===== src/verilog/tape_cue_consts.svh =====
// Clock rate, position reset value and timing counts for the tape position and lathe cue block.
`ifndef TAPE_CUE_CONSTS_SVH
`define TAPE_CUE_CONSTS_SVH
`define CLK_HZ         20000000
`define CUE_TIME_MS    250
`define CUE_CYCLES     ((`CLK_HZ / 1000) * `CUE_TIME_MS)
`define VEL_TIME_MS    100
`define VEL_CYCLES     ((`CLK_HZ / 1000) * `VEL_TIME_MS)
`define POS_RESET      24'h000000
`endif


===== src/verilog/tape_cue_pkg.sv =====
// Types shared by the tape position and lathe cue block.
package tape_cue_pkg;
  typedef enum logic [1:0] {
    CUE_IDLE = 2'b00,
    CUE_ON1  = 2'b01,
    CUE_GAP  = 2'b10,
    CUE_ON2  = 2'b11
  } cue_state_t;

  typedef struct packed {
    logic        valid;
    logic [4:0]  code;
  } key_event_t;

  typedef struct packed {
    logic band;
    logic lead_out;
    logic expand;
  } cue_out_t;
endpackage : tape_cue_pkg


===== src/verilog/tape_position_lathe_cue.sv =====
// Tape position counter, velocity measurement, key dispatch and lathe cue outputs.
`timescale 1ns/1ps
`include "tape_cue_consts.svh"

module tape_position_lathe_cue #(
  parameter int          POS_W      = 24,
  parameter int          VEL_W      = 16,
  parameter int          VARIANT    = 1,
  parameter int unsigned CUE_CYCLES = `CUE_CYCLES,
  parameter int unsigned VEL_CYCLES = `VEL_CYCLES
) (
  input  wire logic                    core_clk,
  input  wire logic                    rst,
  input  wire logic                    roller_pulse,
  input  wire logic                    tape_forward,
  input  wire logic                    speed_high,
  input  wire logic                    capstan_pulse,
  input  wire logic                    velocity_request,
  input  wire logic                    playback,
  input  wire logic                    key_strobe,
  input  wire logic [4:0]              key_code,
  input  wire logic [POS_W-1:0]        band_pos,
  input  wire logic [POS_W-1:0]        lead_out_pos,
  input  wire logic [POS_W-1:0]        expand_start_pos,
  input  wire logic [POS_W-1:0]        expand_end_pos,
  output logic [POS_W-1:0]             display_pos,
  output logic [VEL_W-1:0]             velocity,
  output logic                         velocity_valid,
  output logic                         measuring,
  output tape_cue_pkg::key_event_t     key_event,
  output tape_cue_pkg::cue_out_t       cue
);
  import tape_cue_pkg::*;

  localparam int TW = 32;

  typedef struct packed {
    logic [1:0]       roll_s;
    logic [1:0]       cap_s;
    logic [1:0]       req_s;
    logic [1:0]       key_s;
    logic [1:0]       fwd_s;
    logic [1:0]       spd_s;
    logic [1:0]       play_s;
    logic [1:0][4:0]  kcode_s;
    logic             roll_d;
    logic             cap_d;
    logic             req_d;
    logic             key_d;
    logic [POS_W-1:0] pos;
    logic [POS_W-1:0] disp;
    logic             meas;
    logic             cap_half;
    logic [TW-1:0]    vtimer;
    logic [VEL_W-1:0] vcount;
    logic [VEL_W-1:0] vel;
    logic             vel_ok;
    key_event_t       kev;
    cue_state_t       cst;
    logic             lead_sel;
    logic [TW-1:0]    ctimer;
    cue_out_t         out;
  } state_t;

  state_t st_r;
  state_t st_nxt;

  logic roll_edge;
  logic cap_edge;
  logic req_edge;
  logic key_edge;

  assign roll_edge = st_r.roll_s[1] & ~st_r.roll_d;
  assign cap_edge  = st_r.cap_s[1] & ~st_r.cap_d;
  assign req_edge  = st_r.req_s[1] & ~st_r.req_d;
  assign key_edge  = st_r.key_s[1] & ~st_r.key_d;

  ////////////////////////////////////////////////////////////////////////////
  always_comb
  begin
    st_nxt = st_r;
    st_nxt.roll_s = {st_r.roll_s[0], roller_pulse};
    st_nxt.cap_s  = {st_r.cap_s[0], capstan_pulse};
    st_nxt.req_s  = {st_r.req_s[0], velocity_request};
    st_nxt.key_s  = {st_r.key_s[0], key_strobe};
    // Level pins pass two flops as well, so they stay aligned with the edge detectors.
    st_nxt.fwd_s   = {st_r.fwd_s[0], tape_forward};
    st_nxt.spd_s   = {st_r.spd_s[0], speed_high};
    st_nxt.play_s  = {st_r.play_s[0], playback};
    st_nxt.kcode_s = {st_r.kcode_s[0], key_code};
    st_nxt.roll_d = st_r.roll_s[1];
    st_nxt.cap_d  = st_r.cap_s[1];
    st_nxt.req_d  = st_r.req_s[1];
    st_nxt.key_d  = st_r.key_s[1];

    if (roll_edge)
    begin
      st_nxt.pos = st_r.fwd_s[1] ? st_r.pos + 1'b1 : st_r.pos - 1'b1;
    end
    // High speed covers twice the tape per pulse time, so the count is halved for time.
    st_nxt.disp = st_r.spd_s[1] ? (st_r.pos >> 1) : st_r.pos;

    // Velocity measurement window.
    if (!st_r.meas && req_edge)
    begin
      st_nxt.meas     = 1'b1;
      st_nxt.vtimer   = TW'(VEL_CYCLES - 1);
      st_nxt.vcount   = '0;
      st_nxt.cap_half = 1'b0;
      st_nxt.vel_ok   = 1'b0;
    end
    else if (st_r.meas)
    begin
      if (cap_edge)
      begin
        st_nxt.cap_half = ~st_r.cap_half;
        if (st_r.cap_half)
        begin
          st_nxt.vcount = st_r.vcount + 1'b1;
        end
      end
      if (st_r.vtimer == '0)
      begin
        st_nxt.meas   = 1'b0;
        st_nxt.vel    = st_r.vcount;
        st_nxt.vel_ok = 1'b1;
      end
      else
      begin
        st_nxt.vtimer = st_r.vtimer - 1'b1;
      end
    end

    st_nxt.kev.valid = key_edge;
    if (key_edge)
    begin
      st_nxt.kev.code = st_r.kcode_s[1];
    end

    // Expand follows the stored start and end points during playback.
    if (st_r.play_s[1] && st_r.pos == expand_start_pos)
    begin
      st_nxt.out.expand = 1'b1;
    end
    else if (st_r.play_s[1] && st_r.pos == expand_end_pos)
    begin
      st_nxt.out.expand = 1'b0;
    end

    case (st_r.cst)
      CUE_IDLE:
      begin
        if (st_r.play_s[1] && roll_edge == 1'b0 && st_r.pos == band_pos)
        begin
          st_nxt.cst      = CUE_ON1;
          st_nxt.lead_sel = 1'b0;
          st_nxt.ctimer   = TW'(CUE_CYCLES - 1);
          st_nxt.out.band = 1'b1;
        end
        else if (st_r.play_s[1] && roll_edge == 1'b0 && st_r.pos == lead_out_pos)
        begin
          st_nxt.cst      = CUE_ON1;
          st_nxt.lead_sel = 1'b1;
          st_nxt.ctimer   = TW'(CUE_CYCLES - 1);
          if (VARIANT == 1)
          begin
            st_nxt.out.band = 1'b1;
          end
          else
          begin
            st_nxt.out.lead_out = 1'b1;
          end
        end
      end
      CUE_ON1, CUE_GAP, CUE_ON2:
      begin
        if (st_r.ctimer != '0)
        begin
          st_nxt.ctimer = st_r.ctimer - 1'b1;
        end
        else if (st_r.cst == CUE_ON1 && st_r.lead_sel && VARIANT == 1)
        begin
          st_nxt.cst      = CUE_GAP;
          st_nxt.ctimer   = TW'(CUE_CYCLES - 1);
          st_nxt.out.band = 1'b0;
        end
        else if (st_r.cst == CUE_GAP)
        begin
          st_nxt.cst      = CUE_ON2;
          st_nxt.ctimer   = TW'(CUE_CYCLES - 1);
          st_nxt.out.band = 1'b1;
        end
        else if (st_r.pos != band_pos && st_r.pos != lead_out_pos)
        begin
          // Waiting until the position leaves the cue point keeps one cue per pass.
          st_nxt.cst          = CUE_IDLE;
          st_nxt.out.band     = 1'b0;
          st_nxt.out.lead_out = 1'b0;
        end
        else
        begin
          st_nxt.out.band     = 1'b0;
          st_nxt.out.lead_out = 1'b0;
        end
      end
      default:
      begin
        st_nxt.cst = CUE_IDLE;
      end
    endcase
  end

  always_ff @(posedge core_clk)
  begin
    if (rst)
    begin
      st_r        <= '0;
      st_r.pos    <= `POS_RESET;
      st_r.cst    <= CUE_IDLE;
    end
    else
    begin
      st_r <= st_nxt;
    end
  end

  assign display_pos    = st_r.disp;
  assign velocity       = st_r.vel;
  assign velocity_valid = st_r.vel_ok;
  assign measuring      = st_r.meas;
  assign key_event      = st_r.kev;
  assign cue            = st_r.out;

  ////////////////////////////////////////////////////////////////////////////
  a_roll_step: assert property (@(posedge core_clk) disable iff (rst)
    roll_edge && st_r.fwd_s[1] |=> st_r.pos == $past(st_r.pos) + 1'b1)
    else $error("position did not step up");
  a_disp_scale: assert property (@(posedge core_clk) disable iff (rst)
    st_r.spd_s[1] |=> st_r.disp == ($past(st_r.pos) >> 1))
    else $error("display not scaled");
  a_idle_count: assert property (@(posedge core_clk) disable iff (rst)
    !st_r.meas && !req_edge |=> $stable(st_r.vcount))
    else $error("count moved outside measurement");
  a_half_rate: assert property (@(posedge core_clk) disable iff (rst)
    st_r.meas && cap_edge && !st_r.cap_half && st_r.vtimer != '0 |=> $stable(st_r.vcount))
    else $error("count advanced on odd pulse");
  a_vel_end: assert property (@(posedge core_clk) disable iff (rst)
    st_r.meas && st_r.vtimer == '0 |=> !st_r.meas && st_r.vel_ok)
    else $error("measurement did not end");
  a_key_event: assert property (@(posedge core_clk) disable iff (rst)
    key_edge |=> key_event.valid && key_event.code == $past(st_r.kcode_s[1]))
    else $error("key event missing");
  a_cue_play: assert property (@(posedge core_clk) disable iff (rst)
    $rose(cue.band) && $past(st_r.cst) == CUE_IDLE |-> $past(st_r.play_s[1]))
    else $error("cue outside playback");
  a_band_len: assert property (@(posedge core_clk) disable iff (rst)
    $rose(cue.band) |=> cue.band [*3])
    else $error("band pulse too short");
  a_expand_on: assert property (@(posedge core_clk) disable iff (rst)
    st_r.play_s[1] && st_r.pos == expand_start_pos |=> cue.expand)
    else $error("expand not on at start");
  c_band: cover property (@(posedge core_clk) $rose(cue.band));
  c_lead: cover property (@(posedge core_clk) st_r.cst == CUE_ON2);
  c_vel:  cover property (@(posedge core_clk) $rose(st_r.vel_ok));
endmodule : tape_position_lathe_cue


===== config.mk =====
export PLATFORM = sky130hd
export DESIGN_NAME = tape_position_lathe_cue
export DESIGN_NICKNAME = d
export VERILOG_FILES = /design/src/verilog/tape_cue_pkg.sv /design/src/verilog/tape_position_lathe_cue.sv
export VERILOG_INCLUDE_DIRS = /design/src /design/src/verilog
export SDC_FILE = /design/constraint.sdc
export NUM_CORES = 1
export LEC_CHECK = 0
export ABC_AREA = 1
export BUFFER_PORTS_ARGS = -buffer_cell sky130_fd_sc_hd__buf_2
export CORE_ASPECT_RATIO = 0.7
export CORE_MARGIN = 2
export CORE_UTILIZATION = 50
export DETAILED_ROUTE_END_ITERATION = 10
export GPL_TIMING_DRIVEN = 0
export PLACE_DENSITY = 0.84
export SLEW_MARGIN = 20
export SYNTH_ARGS = -nofsm -noshare
export SYNTH_HDL_FRONTEND = slang
export SYNTH_SLANG_ARGS = --single-unit

===== constraint.sdc =====
create_clock -name core_clk -period 2.35 [get_ports core_clk]
set_input_delay 0 -clock core_clk [delete_from_list [all_inputs] [get_ports core_clk]]
set_output_delay 0 -clock core_clk [all_outputs]
set_load 0.02 [all_outputs]

==> results.toml, run 1 <==
[run_status]
status = "complete, no violations"

[final_layout]
layout-drive-gt1-share_pct = 20.21
layout.area.seq_um2 = 3727
finish.net_count = 2004
fillCellCount = 1990
mostFrequentLayoutCell = "nand2_1"
area.growth.synth_to_final_pct = 19.30
utilization_pct = 61.31
final_design_area_no_fill_um2 = 13430
multi_input_comb_area_um2 = 6386
mostFrequentLayoutCells = "nand2_1 (324), nor2_1 (219), inv_1 (188)"
fin_cells = 2164

[power]
static-leakage-power_uw = 0.006355
internal_power_uw = 5464
power.share.clock_pct = 34.9
power_per_cell_area_nw_per_um2 = 623.4
comb_power_share_pct = 24.8
power.sequential.fraction_pct = 40.3
total_switching_power_uw = 2907
p_sw_share_pct = 34.72
vdd_ir_drop_max_uv = 599.6

[synthesis]
postSynthNetCount = 1807
yosys.area_share.xor_xnor_pct = 7.703
synth_area_leader_cell = "dfxtp_1"
post_synthesis_async_set_or_reset_flop_share_pct = 0
post_synth_instance_area_um2 = 11260
post_synth_fa_ha_maj_area_fraction_pct = 3.068
synth_top_family_by_area = "simple AND/OR/NAND/NOR gates"
synth_seq_area_share_pct = 33.08
netlist_top_cells_area = "dfxtp_1 (33%), nand2_1 (11%), nor2_1 (7.5%)"
synth_top_area_share_pct = 33.08
avgSynthCellArea_um2 = 6.740
synth-seq-cells = 186
post_synth_edffs = 0
synth_compound_area_share_pct = 13.26
synth-warning-count = 0
postSynthCellCount = 1670
synthSimpleGateAreaFrac_pct = 30.69
synthMuxAreaShare_pct = 0
synth_flop_cell = "dfxtp_1"
netlist-cell-type-count = 45

[floorplanning]
fp.dieH_um = 129.5
die_width_um = 183.3
core_region_area_um2 = 21900
die_area_um2 = 23750
floorplan.initialDensity_pct = 51.39
number_of_placement_rows = 45
boundaryPins = 161

[cts]
maximum_buffer_depth_of_the_clock_tree = 2
clk_pin_slew_worst_paths_ns = 0.08
cts_root_buf = "clkbuf_16"
clock_tree.htree_level_count = 4
cts-buffers-inserted = 17
cts.sinks = 186
clock_latency_ns = 0.45
cts_tree = "yes"

[timing]
tightest_slew_ns = 0.8695
period_needed_ns = 2.291
tns_ns = 0
slew_viol_final = 0
finClkSkew_ns = 0.01218
setup_viol_count_final = 0
hold_viol = 0
peak_clock_frequency_supported_by_timing_mhz = 436.5
timing.slew.headroom_pct = 41.82
fin_crit_sh_pct = 97.48
rsz0062_at_grt = "true"

[routing]
via_per_inst = 5.548
drc = 0
routed_wire_length_per_instance_um = 16.83
detailroute.via_count = 12010
totalWireLength_um = 36420
antenna_violating_nets_post_route = 0
drt-initial-drc-count = 1280
firstDrtPassIters = 6

[flow_run]
drv_cap = 0

[global_routing]
grtUsageTotal_pct = 30.55
grt_remaining_overflow = 0
grt_max_degree = 21
grt_pass1_wl_um = 56910
grt_pass1_vias = 10980
antenna_found_initial = 3

[critical_path]
timing_worst_setup_path_type = "flip-flop to flip-flop"
worst_ep_arrival_time_ns = 2.64
setup.worst_path.start_class = "flip-flop"
worstPathMaxFanout = 4
crit_path_end_kind = "flip-flop"
worstPathRequired_ns = 2.70

[placed_design]
place_hpwl_um = 27460
numPortBuffers = 158
dp_cells = 2110
routabilityCongestion = 1.011
placed_cell_area_um2 = 12400

[hold_path]
min_path_type = "input port to flip-flop"
==> metrics by stage <==
stage | total power (µW) | setup WS [ns] | hold WS, ns
detailed placement | 5319 | -0.7198 | 0.2112
global placement | 5287 | -0.7368 | 0.2027
global route | 8723 | -0.1001 | 0.1114
finish | 8371 | 0.05930 | 0.05134
floorplan | 4740 | 0.06800 | 0.1070
CTS | 8224 | -0.002582 | 0.02571
==> registers in the layout (all words and copies together) (netlist names) <==
register	flops
st_r	120
display_pos	24
st_nxt	16
velocity	16
key_event	6
cue	2
measuring	1
velocity_valid	1
==> power groups by stage <==
stage / Clock (µW) / Sequential [µW] / Combinational (µW)
5_1_grt: 3050 / 3390 / 2280
2_1_floorplan: 0 / 3410 / 1330
3_3_place_gp: 0 / 3430 / 1850
6_report: 2920 / 3370 / 2080
4_1_cts: 2930 / 3360 / 1930
3_5_place_dp: 0 / 3440 / 1880
==> layout make-up <==
type	instances	area share, %
Antenna cell	2	0.03727
Multi-Input combinational cell	1183	47.56
Sequential cell	186	27.76
Clock inverter	15	1.258
Timing Repair Buffer	178	7.231
Tap cell	282	2.628
Buffer	106	4.827
Clock buffer	17	3.168
Timing Repair inverter	1	0.05591
Inverter	194	5.479
==> kinds of logic after synthesis <==
kind of cell    after synthesis
compound gates              269
simple gates                787
fa+ha+maj                    27
other cells                   1
xor+xnor                     99
buf+inv                     301
flops                       186
==> cell usage after synthesis, types with 16 or more instances <==
cell	count
or2_2	18
nand4_1	51
ha_1	26
nor2_1	225
inv_1	192
nand3_1	83
buf_2	17
a211oi_1	16
nand2_1	332
dfxtp_1	186
o21ai_0	86
buf_4	50
nor3_1	30
a21oi_1	126
clkbuf_1	35
xor2_1	40
xnor2_1	59
==> critical path, stage by stage (launching register included) <==
cell	delay (ns)
dfxtp_4	0.40
clkinvlp_4	0.10
buf_4	0.17
ha_1	0.34
a21oi_1	0.20
nand2_2	0.13
a21boi_4	0.28
o21ai_4	0.13
nand2_1	0.08
nand2_1	0.06
nand2_1	0.06
nand2_1	0.04
o21ai_0	0.16
inv_1	0.05
==> repair_timing <==
action / in CTS / in global routing
gates cloned: 1 / 0
hold endpoints to repair: 12 / 0
resized for setup: 9 / 60
pin swaps: 0 / 9
hold buffers: 12 / 0
buffers inserted: 3 / 5
endpoints found under the setup margin: 19 / 60
==> routing by layer <==
| metal | GRT usage [%] | vias to the layer above | share of wire [%] |
|---|---|---|---|
| li1 | - | 5751 | - |
| met1 | 42.26 | 5546 | 45 |
| met2 | 46.64 | 630 | 42 |
| met3 | 7.645 | 77 | 11 |
| met4 | 10.40 | 2 | 2.4 |
| met5 | 0 | - | 0.036 |
==> worst paths after layout <==
kind / start / endpoint / slack, ns / cells after the start
worst min-delay path: expand_start_pos[22] / cue[0] / 0.05 / 6
worst max register to register: st_r[178] / st_r[153] / 0.06 / 13
worst min register to register: st_nxt[184] / st_nxt[161] / 0.40 / 2
worst max-delay path: st_r[178] / st_r[153] / 0.06 / 13
No activity file was read; power rests on OpenSTA's default activity.
==> inputs of run 2 (changes only) <==
Clock period 2.35 ns to 2.1 ns, I/O delays scaled along.
==> run 2 against run 1 <==
The flow now finishes with violations (setup timing). Combinational power up 23%. Die area unchanged. Clock-buffer cell count unchanged. Wire length up 2.4%. Total power up 14%. Worst hold slack worse by 0.018 ns. Non-clock buffer count up 17. Utilization up 2.8 points. Register-to-register slack worse by 0.19 ns. Worst setup slack worse by 0.19 ns. Critical endpoint is now st_r[147]. Largest power group unchanged.
==> results.toml, run 2 (synthesis results as in run 1) <==
[run_status]
status = "finished with violations"
violated_checks = "setup timing"

[timing]
fin_crit_sh_pct = 106.3
setup_viol_count_final = 15
peak_clock_frequency_supported_by_timing_mhz = 448.0
finClkSkew_ns = 0.01175
tightest_slew_ns = 0.7300
timing.slew.headroom_pct = 51.34
period_needed_ns = 2.232
rsz0062_at_grt = "true"
hold_viol = 0
slew_viol_final = 0
tns_ns = -0.8799
finalWorstSetupSlack_ns = -0.1319

[cts]
cts-buffers-inserted = 17
cts_tree = "yes"
clock_tree.htree_level_count = 4
cts_root_buf = "clkbuf_16"
clk_pin_slew_worst_paths_ns = 0.08
cts.sinks = 186
maximum_buffer_depth_of_the_clock_tree = 2
clock_latency_ns = 0.45

[power]
totalPowerFinal_uw = 9513
vdd_ir_drop_max_uv = 635.7
static-leakage-power_uw = 0.006525
power_per_cell_area_nw_per_um2 = 678.0

[placed_design]
place_hpwl_um = 26970
routabilityCongestion = 1.054
place_worst_setup_slack_ns = -0.8488
placed_cell_area_um2 = 12450
numPortBuffers = 158
dp_cells = 2110

[critical_path]
regToRegStartpoint = "st_r[178]"
worstPathRequired_ns = 2.45
timing_worst_setup_path_type = "flip-flop to flip-flop"
crit_path_start = "st_r[178]"
setup.worst_path.start_class = "flip-flop"
crit_path_end_kind = "flip-flop"
worstPathMaxFanout = 4
worst_ep_arrival_time_ns = 2.58

[global_routing]
grt_pass1_vias = 10700
grt_remaining_overflow = 0
grtUsageTotal_pct = 30.05
grt_pass1_wl_um = 56100
grt_max_degree = 19
antenna_found_initial = 3

[final_layout]
fillCellCount = 1825
mostFrequentLayoutCells = "nand2_1 (313), nor2_1 (203), inv_1 (182)"
final_design_area_no_fill_um2 = 14030
layout-drive-gt1-share_pct = 24.46
finish.net_count = 2022
fin_cells = 2181
largest_register_ffs = 120
mostFrequentLayoutCell = "nand2_1"
largest-register = "st_r"
area.growth.synth_to_final_pct = 24.67

[hold_path]
min_path_type = "input port to flip-flop"
holdCritStartpoint = "expand_start_pos[17]"

[routing]
drc = 0
totalWireLength_um = 37310
detailroute.via_count = 12120
drt-initial-drc-count = 1261
routed_wire_length_per_instance_um = 17.11
firstDrtPassIters = 8
via_per_inst = 5.556
antenna_violating_nets_post_route = 0

[floorplanning]
die_area_um2 = 23750
fp.dieH_um = 129.5
floorplan.initialDensity_pct = 51.39
number_of_placement_rows = 45
die_width_um = 183.3
core_region_area_um2 = 21900
boundaryPins = 161

[flow_run]
drv_cap = 0
## run 2: cell count changes in the layout (fill, tap and decap cells not counted), sizes merged
cell      change
buf          +14
clkinv        -1
clkbuf        +3
clkinvlp      +1
## run 2: path summary, 6_finish.rpt
| kind | end | slack, ns | cells past startpoint |
|---|---|---|---|
| max | st_r[147] | -0.13 | 12 |
| min | cue[0] | 0.03 | 5 |
| max reg2reg | st_r[147] | -0.13 | 12 |
| min reg2reg | st_r[178] | 0.40 | 2 |
## run 2: per-layer routing
layer / vias up / share of wire, % / GRT usage, %
met2: 700 / 42 / 45.68
met1: 5546 / 45 / 42.85
met4: 2 / 2.4 / 8.376
met3: 80 / 11 / 6.802
met5: - / 0.019 / 0
li1: 5790 / - / -
## run 2: timing repair
item	4_1_cts	5_1_grt
setup endpoints to repair	64	85
buffers inserted	14	11
gates resized for setup	69	105
hold buffers	12	0
gates cloned	2	0
hold endpoints to repair	12	0
pin swaps	11	29
## run 2: layout make-up
class	instances	area (µm²)	area share (%)
inverter	194	734.5	5.234
multi-input combinational	1183	6775	48.28
tap	282	352.8	2.514
timing repair buffer	195	1151	8.203
clock buffer	17	425.4	3.032
sequential	186	3737	26.63
clock inverter	14	136.4	0.9719
timing repair inverter	2	15.01	0.1070
antenna	2	5.005	0.03567
buffer	106	699.4	4.984
## run 2: per-stage QoR
step,utilization (%),hold WS (ns)
after floorplan,-,0.1070
after global placement,56.84,0.1987
after detailed placement,56.84,0.2095
after CTS,62.07,0.01146
after global routing,64.04,0.07822
final,64.07,0.03364
## run 2: worst max-delay path: stages, from the launching register on
cell	delay (ns)
dfxtp_4	0.38
clkinvlp_4	0.17
buf_6	0.19
ha_4	0.24
a21oi_2	0.20
nand2_2	0.12
a21boi_4	0.25
o21ai_4	0.12
nand2_2	0.08
a21o_1	0.11
nand3_1	0.12
nand2_1	0.10
inv_1	0.04
## run 2: power breakdown
part | leakage, µW | switching (µW) | internal, µW
registers | 0.00152 | 134 | 3660
clock network | 0.000270 | 1600 | 1560
logic | 0.00474 | 1580 | 977
